## src/ppd_pkg.sv

```systemverilog
/*
  Package for the PWM pin-pair and duty register slice: register
  offsets, field positions and reset values.
  Assumes a 32-bit APB bus with word-aligned registers.
*/
package ppd_pkg;
  localparam int unsigned PPD_NUM_PAIRS     = 4;
  localparam int unsigned PPD_ADDR_W        = 4;
  localparam int unsigned PPD_DUTY_W        = 16;
  localparam logic [3:0]  PPD_OFF_PIN_CTRL  = 4'h0;
  localparam logic [3:0]  PPD_OFF_DUTY_ONE  = 4'h4;
  localparam logic [3:0]  PPD_OFF_DUTY_TWO  = 4'h8;
  localparam logic [3:0]  PPD_OFF_PIN_DRIVE = 4'hC;
  localparam int unsigned PPD_LOW_EN_LSB    = 0;
  localparam int unsigned PPD_HIGH_EN_LSB   = 4;
  localparam int unsigned PPD_MODE_LSB      = 8;
  localparam logic [3:0]  PPD_MODE_RESET    = 4'h0;
  localparam logic [15:0] PPD_DUTY_RESET    = 16'h0000;
endpackage

```

## src/ppd_pin_mux.sv

```systemverilog
/*
  One output pair: complementary or independent shaping and pin
  ownership. Assumes the drive levels come from the register slice.
*/
`timescale 1ns/1ps
`default_nettype none
module ppd_pin_mux (
  // Configuration
  input  wire logic mode_indep,
  input  wire logic high_en,
  input  wire logic low_en,
  // Raw drive levels
  input  wire logic raw_high,
  input  wire logic raw_low,
  // Resolved pins
  output logic      pin_high,
  output logic      pin_low,
  output logic      pin_high_oe,
  output logic      pin_low_oe
);
  always_comb begin
    pin_high    = raw_high;
    pin_low     = mode_indep ? raw_low : ~raw_high;
    pin_high_oe = high_en;
    pin_low_oe  = low_en;
  end
endmodule // ppd_pin_mux
`default_nettype wire

```

## src/ppd_pwm_pin_pair_duty_control.sv

```systemverilog
/*
  Pin-pair configuration and duty-cycle registers of a four-pair PWM
  unit, as an APB slave. Assumes the time base and comparators live
  elsewhere and consume the duty values; pin levels come from a
  software-written drive register until that logic is attached.
*/
// The placing of the registers and the APB interface to the registers were chosen for this implementation.
`timescale 1ns/1ps
`default_nettype none
module ppd_pwm_pin_pair_duty_control
#(
  parameter int unsigned NUM_PAIRS = ppd_pkg::PPD_NUM_PAIRS
) (
  // Clock and reset
  input  wire logic                            pclk,
  input  wire logic                            presetn,
  input  wire logic                            clk_en,
  // APB slave
  input  wire logic                            psel,
  input  wire logic                            penable,
  input  wire logic                            pwrite,
  input  wire logic [31:0]                     paddr,
  input  wire logic [31:0]                     pwdata,
  input  wire logic [3:0]                      pstrb,
  output logic      [31:0]                     prdata,
  output logic                                 pready,
  output logic                                 pslverr,
  // Power-on configuration
  input  wire logic                            pin_ownership_fuse,
  // Pins toward the power stage
  output logic      [NUM_PAIRS-1:0]            high_output_pin,
  output logic      [NUM_PAIRS-1:0]            low_output_pin,
  output logic      [NUM_PAIRS-1:0]            high_output_pin_oe,
  output logic      [NUM_PAIRS-1:0]            low_output_pin_oe,
  // Duty values to the comparator logic
  output logic      [ppd_pkg::PPD_DUTY_W-1:0]  duty_value_one,
  output logic      [ppd_pkg::PPD_DUTY_W-1:0]  duty_value_two
);
  import ppd_pkg::*;

  // Register fields are laid out for exactly four pairs
  if (NUM_PAIRS != PPD_NUM_PAIRS) begin : g_pairs_check
    $error("NUM_PAIRS must match the four-pair register layout");
  end

  // Register state; all software-visible except fuse_load_ff
  logic [3:0]  pair_mode_select_ff;
  logic [3:0]  high_pin_enable_ff;
  logic [3:0]  low_pin_enable_ff;
  logic [15:0] duty_one_ff;
  logic [15:0] duty_two_ff;
  logic [3:0]  drive_high_ff;
  logic [3:0]  drive_low_ff;
  logic        fuse_load_ff;
  // Bus decode and read path
  logic [31:0] nxt_prdata;
  logic        nxt_slverr;
  logic        setup_phase;
  logic        wr_access;
  logic        wr_pin_ctrl;
  logic        wr_duty_one;
  logic        wr_duty_two;
  logic        wr_pin_drive;
  // Per-pair shaper results, registered before the pins
  logic [3:0]  mux_high;
  logic [3:0]  mux_low;
  logic [3:0]  mux_high_oe;
  logic [3:0]  mux_low_oe;

  function automatic logic hit(input logic [31:0] a, input logic [3:0] off);
    hit = (a[31:PPD_ADDR_W] == '0) && (a[PPD_ADDR_W-1:0] == off);
  endfunction

  function automatic logic mapped(input logic [31:0] a);
    mapped = hit(a, PPD_OFF_PIN_CTRL) || hit(a, PPD_OFF_DUTY_ONE) ||
             hit(a, PPD_OFF_DUTY_TWO) || hit(a, PPD_OFF_PIN_DRIVE);
  endfunction

  // Writes land at the access edge, the one where the master sees ready;
  // landing at setup would let a write race the fuse load after reset
  assign setup_phase  = psel && !penable;
  assign wr_access    = clk_en && psel && penable && pready && pwrite &&
                        mapped(paddr);
  assign wr_pin_ctrl  = wr_access && hit(paddr, PPD_OFF_PIN_CTRL);
  assign wr_duty_one  = wr_access && hit(paddr, PPD_OFF_DUTY_ONE);
  assign wr_duty_two  = wr_access && hit(paddr, PPD_OFF_DUTY_TWO);
  assign wr_pin_drive = wr_access && hit(paddr, PPD_OFF_PIN_DRIVE);

  // Fuse sampled on the first enabled edge after release, not in reset
  always_ff @(posedge pclk or negedge presetn) begin
    if (!presetn) begin
      fuse_load_ff <= 1'b1;
    end else if (clk_en) begin
      fuse_load_ff <= 1'b0;
    end
  end

  always_ff @(posedge pclk or negedge presetn) begin
    if (!presetn) begin
      high_pin_enable_ff <= 4'h0;
      low_pin_enable_ff  <= 4'h0;
    end else if (clk_en && fuse_load_ff) begin
      // Fuse load wins over software for this single edge
      high_pin_enable_ff <= {4{pin_ownership_fuse}};
      low_pin_enable_ff  <= {4{pin_ownership_fuse}};
    end else if (wr_pin_ctrl && pstrb[0]) begin
      high_pin_enable_ff <= pwdata[PPD_HIGH_EN_LSB +: 4];
      low_pin_enable_ff  <= pwdata[PPD_LOW_EN_LSB +: 4];
    end
  end

  always_ff @(posedge pclk or negedge presetn) begin
    if (!presetn) begin
      pair_mode_select_ff <= PPD_MODE_RESET;
    end else if (wr_pin_ctrl && pstrb[1]) begin
      pair_mode_select_ff <= pwdata[PPD_MODE_LSB +: 4];
    end
  end

  always_ff @(posedge pclk or negedge presetn) begin
    if (!presetn) begin
      duty_one_ff <= PPD_DUTY_RESET;
    end else if (wr_duty_one) begin
      // Byte lanes let software change one half without a read
      if (pstrb[0]) duty_one_ff[7:0]  <= pwdata[7:0];
      if (pstrb[1]) duty_one_ff[15:8] <= pwdata[15:8];
    end
  end

  always_ff @(posedge pclk or negedge presetn) begin
    if (!presetn) begin
      duty_two_ff <= PPD_DUTY_RESET;
    end else if (wr_duty_two) begin
      if (pstrb[0]) duty_two_ff[7:0]  <= pwdata[7:0];
      if (pstrb[1]) duty_two_ff[15:8] <= pwdata[15:8];
    end
  end

  always_ff @(posedge pclk or negedge presetn) begin
    if (!presetn) begin
      drive_high_ff <= 4'h0;
      drive_low_ff  <= 4'h0;
    end else if (wr_pin_drive && pstrb[0]) begin
      // Stand-in levels until the time base drives the pairs
      drive_high_ff <= pwdata[7:4];
      drive_low_ff  <= pwdata[3:0];
    end
  end

  // One shaper per pair; enables pass straight to the pin owners
  genvar g;
  generate
    for (g = 0; g < NUM_PAIRS; g++) begin : g_pair
      ppd_pin_mux u_mux (
        .mode_indep  (pair_mode_select_ff[g]),
        .high_en     (high_pin_enable_ff[g]),
        .low_en      (low_pin_enable_ff[g]),
        .raw_high    (drive_high_ff[g]),
        .raw_low     (drive_low_ff[g]),
        .pin_high    (mux_high[g]),
        .pin_low     (mux_low[g]),
        .pin_high_oe (mux_high_oe[g]),
        .pin_low_oe  (mux_low_oe[g])
      );
    end
  endgenerate

  // Pins registered so outputs come straight from flip-flops
  always_ff @(posedge pclk or negedge presetn) begin
    if (!presetn) begin
      high_output_pin    <= '0;
      low_output_pin     <= '0;
      high_output_pin_oe <= '0;
      low_output_pin_oe  <= '0;
      duty_value_one     <= '0;
      duty_value_two     <= '0;
    end else if (clk_en) begin
      high_output_pin    <= mux_high;
      low_output_pin     <= mux_low;
      high_output_pin_oe <= mux_high_oe;
      low_output_pin_oe  <= mux_low_oe;
      duty_value_one     <= duty_one_ff;
      duty_value_two     <= duty_two_ff;
    end
  end

  // Read mux; unused upper bits read as zero
  always_comb begin
    nxt_prdata = 32'h0000_0000;
    nxt_slverr = !mapped(paddr);
    if (hit(paddr, PPD_OFF_PIN_CTRL))
      nxt_prdata[11:0] = {pair_mode_select_ff, high_pin_enable_ff,
                          low_pin_enable_ff};
    else if (hit(paddr, PPD_OFF_DUTY_ONE))
      nxt_prdata[15:0] = duty_one_ff;
    else if (hit(paddr, PPD_OFF_DUTY_TWO))
      nxt_prdata[15:0] = duty_two_ff;
    else if (hit(paddr, PPD_OFF_PIN_DRIVE))
      nxt_prdata[7:0] = {drive_high_ff, drive_low_ff};
  end

  // Zero wait states: ready is registered high in the access cycle when clk_en is high at the edge ending setup
  always_ff @(posedge pclk or negedge presetn) begin
    if (!presetn) begin
      pready  <= 1'b0;
      pslverr <= 1'b0;
      prdata  <= 32'h0000_0000;
    end else if (clk_en) begin
      pready  <= setup_phase;
      pslverr <= setup_phase && nxt_slverr;
      // Writes and unmapped reads return zero, never stale data
      if (setup_phase)
        prdata <= pwrite ? 32'h0000_0000 : nxt_prdata;
      else if (!psel)
        prdata <= 32'h0000_0000;
    end
  end
endmodule // ppd_pwm_pin_pair_duty_control
`default_nettype wire

```

## config.mk

```make
export PLATFORM = sky130hd
export DESIGN_NAME = ppd_pwm_pin_pair_duty_control
export DESIGN_NICKNAME = d
export VERILOG_FILES = /design/src/ppd_pkg.sv /design/src/ppd_pin_mux.sv /design/src/ppd_pwm_pin_pair_duty_control.sv
export SDC_FILE = /design/constraint.sdc
export NUM_CORES = 1
export LEC_CHECK = 0
export BUFFER_PORTS_ARGS = -buffer_cell sky130_fd_sc_hd__buf_2
export CORE_MARGIN = 2
export CORE_UTILIZATION = 40
export DETAILED_ROUTE_END_ITERATION = 10
export PLACE_DENSITY = 0.72
export SLEW_MARGIN = 30
export SYNTH_ARGS = -nofsm -noshare
export SYNTH_HDL_FRONTEND = slang
export SYNTH_SLANG_ARGS = --single-unit
```

## constraint.sdc

```tcl
create_clock -name pclk -period 4.1 [get_ports pclk]
set_clock_uncertainty 0.1 [all_clocks]
set_input_delay 0 -clock pclk [delete_from_list [all_inputs] [get_ports pclk]]
set_output_delay 0 -clock pclk [all_outputs]
set_load 0.05 [all_outputs]
```

# --- Word level (Yosys, flattened, before mapping) ---
# Index checks and enable logic that the tools add are counted.
totals:
  reg_bits: 135
  in_bits: 75
  output_inout_bits: 82
  word_cells: 76
op_classes:
  eq_ne: 4
  muxes: 17
  bitwise: 4
  reduce_logical: 32
op_table:
  columns: ["op", "count"]
  rows:
  - ["32-bit 2-to-1 mux", 2]
  - ["16-bit 2-to-1 mux", 2]
  - ["28-bit zero test", 1]
  - ["8-bit 2-to-1 mux", 3]
  - ["4-bit 2-to-1 mux", 5]
  - ["1-bit logical AND", 19]
  - ["12-bit 2-to-1 mux", 1]
  - ["2-bit AND reduction", 5]
  - ["4-bit equality test, second input constant", 2]
  - ["4-bit by 3-bit equality test with 1-bit output, second input constant", 1]
  - ["4-bit zero test", 1]
  - ["1-bit 2-to-1 mux", 4]
  - ["1-bit NOT", 4]
  - ["1-bit logical OR", 3]
  - ["1-bit zero test", 2]
  - ["2-bit by 1-bit != test with 1-bit output, second input constant", 1]
  - ["2-bit nonzero test", 1]

# --- Logic depth before layout (Yosys ltp) ---
logic_depth:
  ltp_word: 10
  depth_mapped: 6
  mapped_depth_nobuf: 4

# --- Cells and area by module ---
# A second synthesis with hierarchy kept.
unflattened:
  cells_unflattened: 419
  area_unflattened_um2: 5450.2
by_module_without_submodules:
  columns: ["module", "instances", "cells_each", "area_per_inst_um2", "seq_area_each_um2"]
  rows:
  - ["ppd_pwm_pin_pair_duty_control", 1, 399, 5325.1, 2979.1]
  - ["ppd_pin_mux", 4, 5, 31.3, 0.0]

# --- Least setup slack after synthesis ---
# No wires, ideal clock.
synth_path:
  path_type: "reg2reg"
  start: "reg pready"
  end: "reg duty_one_ff[0]"
  setup_ps: 125
  arrival_time_ps: 2001
  required_ps: 3875
  path_slack_ps: 1875
  path_stages_with_launch: 5
  n_path_buf: 0
  period_less_slack_ps: 2225
  cell_sequence: "dfrtp_1 -> and4_1 -> nand3_1 -> nor4_4 -> mux2_2"
synth_via:
  elab_chain_len: 5
synth_rtl:
  columns: ["item", "line_no", "source"]
  rows:
  - ["from (decl)", "ppd_pwm_pin_pair_duty_control.sv:26", "output logic pready,"]
  - ["from (signal assigned)", "ppd_pwm_pin_pair_duty_control.sv:209", "pready <= setup_phase;"]
  - ["1-bit logical AND (3 in series)", "ppd_pwm_pin_pair_duty_control.sv:82", "assign wr_access = clk_en && psel && penable && pready && pwrite &&"]
  - ["1-bit logical AND", "ppd_pwm_pin_pair_duty_control.sv:85", "assign wr_duty_one = wr_access && hit(paddr, PPD_OFF_DUTY_ONE);"]
  - ["2-bit AND reduction (no line)", null, null]
  - ["to (signal assigned)", "ppd_pwm_pin_pair_duty_control.sv:125", "if (pstrb[0]) duty_one_ff[7:0] <= pwdata[7:0];"]
  - ["to (decl)", "ppd_pwm_pin_pair_duty_control.sv:50", "logic [15:0] duty_one_ff;"]
# No other way between the ends.
# A chain may end at the register's enable or synchronous reset.

# --- Final worst setup path ---
layout_path:
  start: "reg pready"
  end: "reg duty_one_ff[10]"
# The elaborated chain is that of the path after synthesis.

==> impl_results.md <==
- Power per Cell Area: 408.8 nW/um^2
- Highest-count cells in the layout ignoring fill and taps: 121 x buf_2, 118 x dfrtp_1, 89 x mux2_2, 23 x dlygate4sd3_1, 21 x nand2_1
- Critical path capture point type: flop
- Synthesized flop and latch total: 119
- Full die area: 14310 sq um
- Cell chosen for the clock root: clkbuf_16
- Nets@finish: 633
- Post-Synthesis Mean Instance Area: 13.01 sq um
- Port Buffer Count: 122
- Post-synthesis instance area: 5349 sq um
- Number of antenna repair diodes: 0
- Highest ir drop seen on vdd: 241.8 uV
- Total wire length after detailed routing: 13.36 mm
- Top fanout value on the critical path: 8
- Later-pin clock latency in the skew report: 0.40 ns
- Hold Fails Final Rpt: 0
- Remaining antenna violation count after routing: 0
- Initial detailed-routing violation count: 264
- Buffer depth of the longest clock path: 2
- Antenna violations before repair: 0
- Vias in the first global route: 4071
- Number of H-tree branching levels: 4
- Total of max-cap violations: 0
- Global Route Usage Sum: 0.1935
- WL per Instance: 17.90 microns
- Die Wd: 119.6 microns
- Worst Tran Pin Value: 0.7238 ns
- First-pass GRT wire length: 21.60 mm
- Portion of total power attributed to the clock network: 0.523
- Critical path start-end classification: reg2reg
- Relative contribution of combinational cells to total power: 0.061
- Power, Total: 2.834 mW
- Final worst path period share: 0.5677
- Final-layout fill cell count: 1122
- Fraction of registers with async set or reset after synthesis: 1.000
- Post-detailed-route DRC marker count: 0
- # IOs: 157
- Share of final-layout standard cells stronger than drive strength 1: 0.4684
- Unique cell type count in the Yosys netlist: 34
- FF/Latch Area: 2979 sq um
- Final core utilization: 0.5277
- Leftover overflow at the end of global routing: 0
- Max Transition Viols Final: 0
- Pin count of the biggest net entering global routing: 59
- Sequential element share of the synthesized area: 0.5570
- Dominant synthesized flop cell: dfrtp_1
- Number of standard cells after synthesis: 411
- Final std cell area, no fill: 6933 sq um
- Crit path DAT: 2.51 ns
- Setup Fix Bufs, Post-CTS: 0
- Cts bufs inserted: 17
- Vias/cell: 5.315
- Number of detailed-route iterations in the first pass: 5
- Clock-pin slew reported for the worst setup and hold paths after clock tree synthesis: 0.06 ns
- Floorplan Core Area: 13140 sq um
- Area of combinational cells with multiple inputs: 2220 sq um
- Reg power frac: 0.416
- Result of the run: completed
- Detail Placement HPWL: 9.228 mm
- Path class of the lowest-slack min-delay path: in2async
- Signed area change from the synthesized netlist to the final layout: 29.61%
- P_int: 2.195 mW
- Number of enable-type register cells in the synthesized netlist: 0
- Final critical path time including I/O delays and setup: 2.328 ns
- Starting density of the core: 0.4071
- Number of standard-cell rows in the floorplan: 42
- Smallest hold slack: 0.05538 ns
- Die Y: 119.6 microns
- Sink Count: 119
- Finish-stage setup viols: 0
- Highest clock rate: 429.6 MHz
- Startpoint Class: flop
- Vias: 3965
- Switching power share of the total: 0.2257
- Total number of yosys warnings: 0
- Reported net switching power: 0.6396 mW
- Unrepaired setup endpoints after global routing: false
- Total negative setup slack: 0 ns
- Worst max-slew margin expressed relative to the limit: 0.5175
- TritonCTS clock tree: built
- Placed instance area: 6088 sq um
- Cell leakage power: 3.478 nW
- Leading cell type in the layout, fill and taps excluded: buf_2
- Final estimated routing congestion in global placement: 0.8017
- Data required time of the worst path: 4.29 ns
==> Yosys cell counts (all sizes together) (2+ instances only) <==
cell type  instances  area, sq um
nor2               9        33.78
nor4              14        209.0
a32oi              8        70.07
a31oi              8        50.05
nand4              2        27.53
buf               21        141.4
a21oi             20        100.1
nand3              8        45.04
or4               20        150.1
mux2              89         1002
nand2b             2        12.51
o21ai             16        80.08
nand2             21        78.83
nor3               2        15.01
clkbuf            19        71.32
o31ai              8        60.06
a32o              16        160.2
dfrtp            118         2953
nor2b              2        12.51
==> area by class of cell <==
class,count,area share
multi-input cells,266,0.3202
flip-flops and latches,119,0.4297
clock buffers,18,0.06335
clock inverters,13,0.02238
repair buffers,153,0.1321
well taps,176,0.03176
inverters,1,0.0005414
==> final timing paths <==
kind | slack [ns] | depth (start not counted) | endpoint | start
worst max register to register | 1.77 | 4 | duty_one_ff[10]$_DFFE_PN0P_ | pready$_DFFE_PN0P_
worst max-delay path | 1.77 | 4 | duty_one_ff[10]$_DFFE_PN0P_ | pready$_DFFE_PN0P_
max in group asynchronous | 3.20 | 3 | duty_two_ff[0]$_DFFE_PN0P_ | presetn
min in group pclk | 0.07 | 4 | high_pin_enable_ff[0]$_DFFE_PN0P_ | pwrite
worst min register to register | 0.39 | 1 | fuse_load_ff$_DFFE_PN1P_ | fuse_load_ff$_DFFE_PN1P_
worst min-delay path | 0.06 | 3 | duty_value_two[12]$_DFFE_PN0P_ | presetn
==> registers in the layout, summed over array words and instances, names as in the netlist, 16 cells and up <==
signal / flops
prdata: 16
duty_value_two: 16
duty_value_one: 16
duty_one_ff: 16
duty_two_ff: 16
==> stage by stage <==
step | setup WS [ns] | instances
3_5_place_dp | 1.608 | 691
3_3_place_gp | 1.669 | 691
4_1_cts | 1.748 | 746
2_1_floorplan | 1.875 | 426
6_report | 1.772 | 746
5_1_grt | 1.629 | 746
==> layer usage <==
layer,track usage,routed length (microns)
met1,0.2516,5884
met2,0.3211,6665
met3,0.04183,580
met4,0.06691,225
met5,0,0
==> logic make-up (layout without fill, tap and decap cells) <==
logic type	count (synthesis)	after routing	synth area share
flip-flops	119	119	0.5570
AO/OA/AOI/OAI	77	77	0.09895
multiplexers	90	90	0.1892
buffers and inverters	41	185	0.04047
AND/OR/NAND/NOR	83	83	0.1137
other	1	16	0.0007011
==> worst max-delay path: stages (launching register included) <==
cell	delay, ns
dfrtp_1	0.37
and4_1	0.29
nand3_1	0.33
nor4_4	0.70
mux2_2	0.42
==> what timing repair did <==
action / in CTS / in global routing
hold buffers: 24 / 0
hold endpoints to repair: 119 / 0
setup endpoints to repair: 0 / 0
gates resized for setup: 0 / 0
==> power groups by stage <==
stage	sequential (mW)	combinational (mW)	clock (mW)
after floorplan	1.21	0.0846	0
after global placement	1.20	0.150	0
after detailed placement	1.20	0.154	0
after CTS	1.18	0.173	1.50
after global routing	1.18	0.187	1.56
final	1.18	0.173	1.48
No activity file was read; power rests on OpenSTA's default activity.
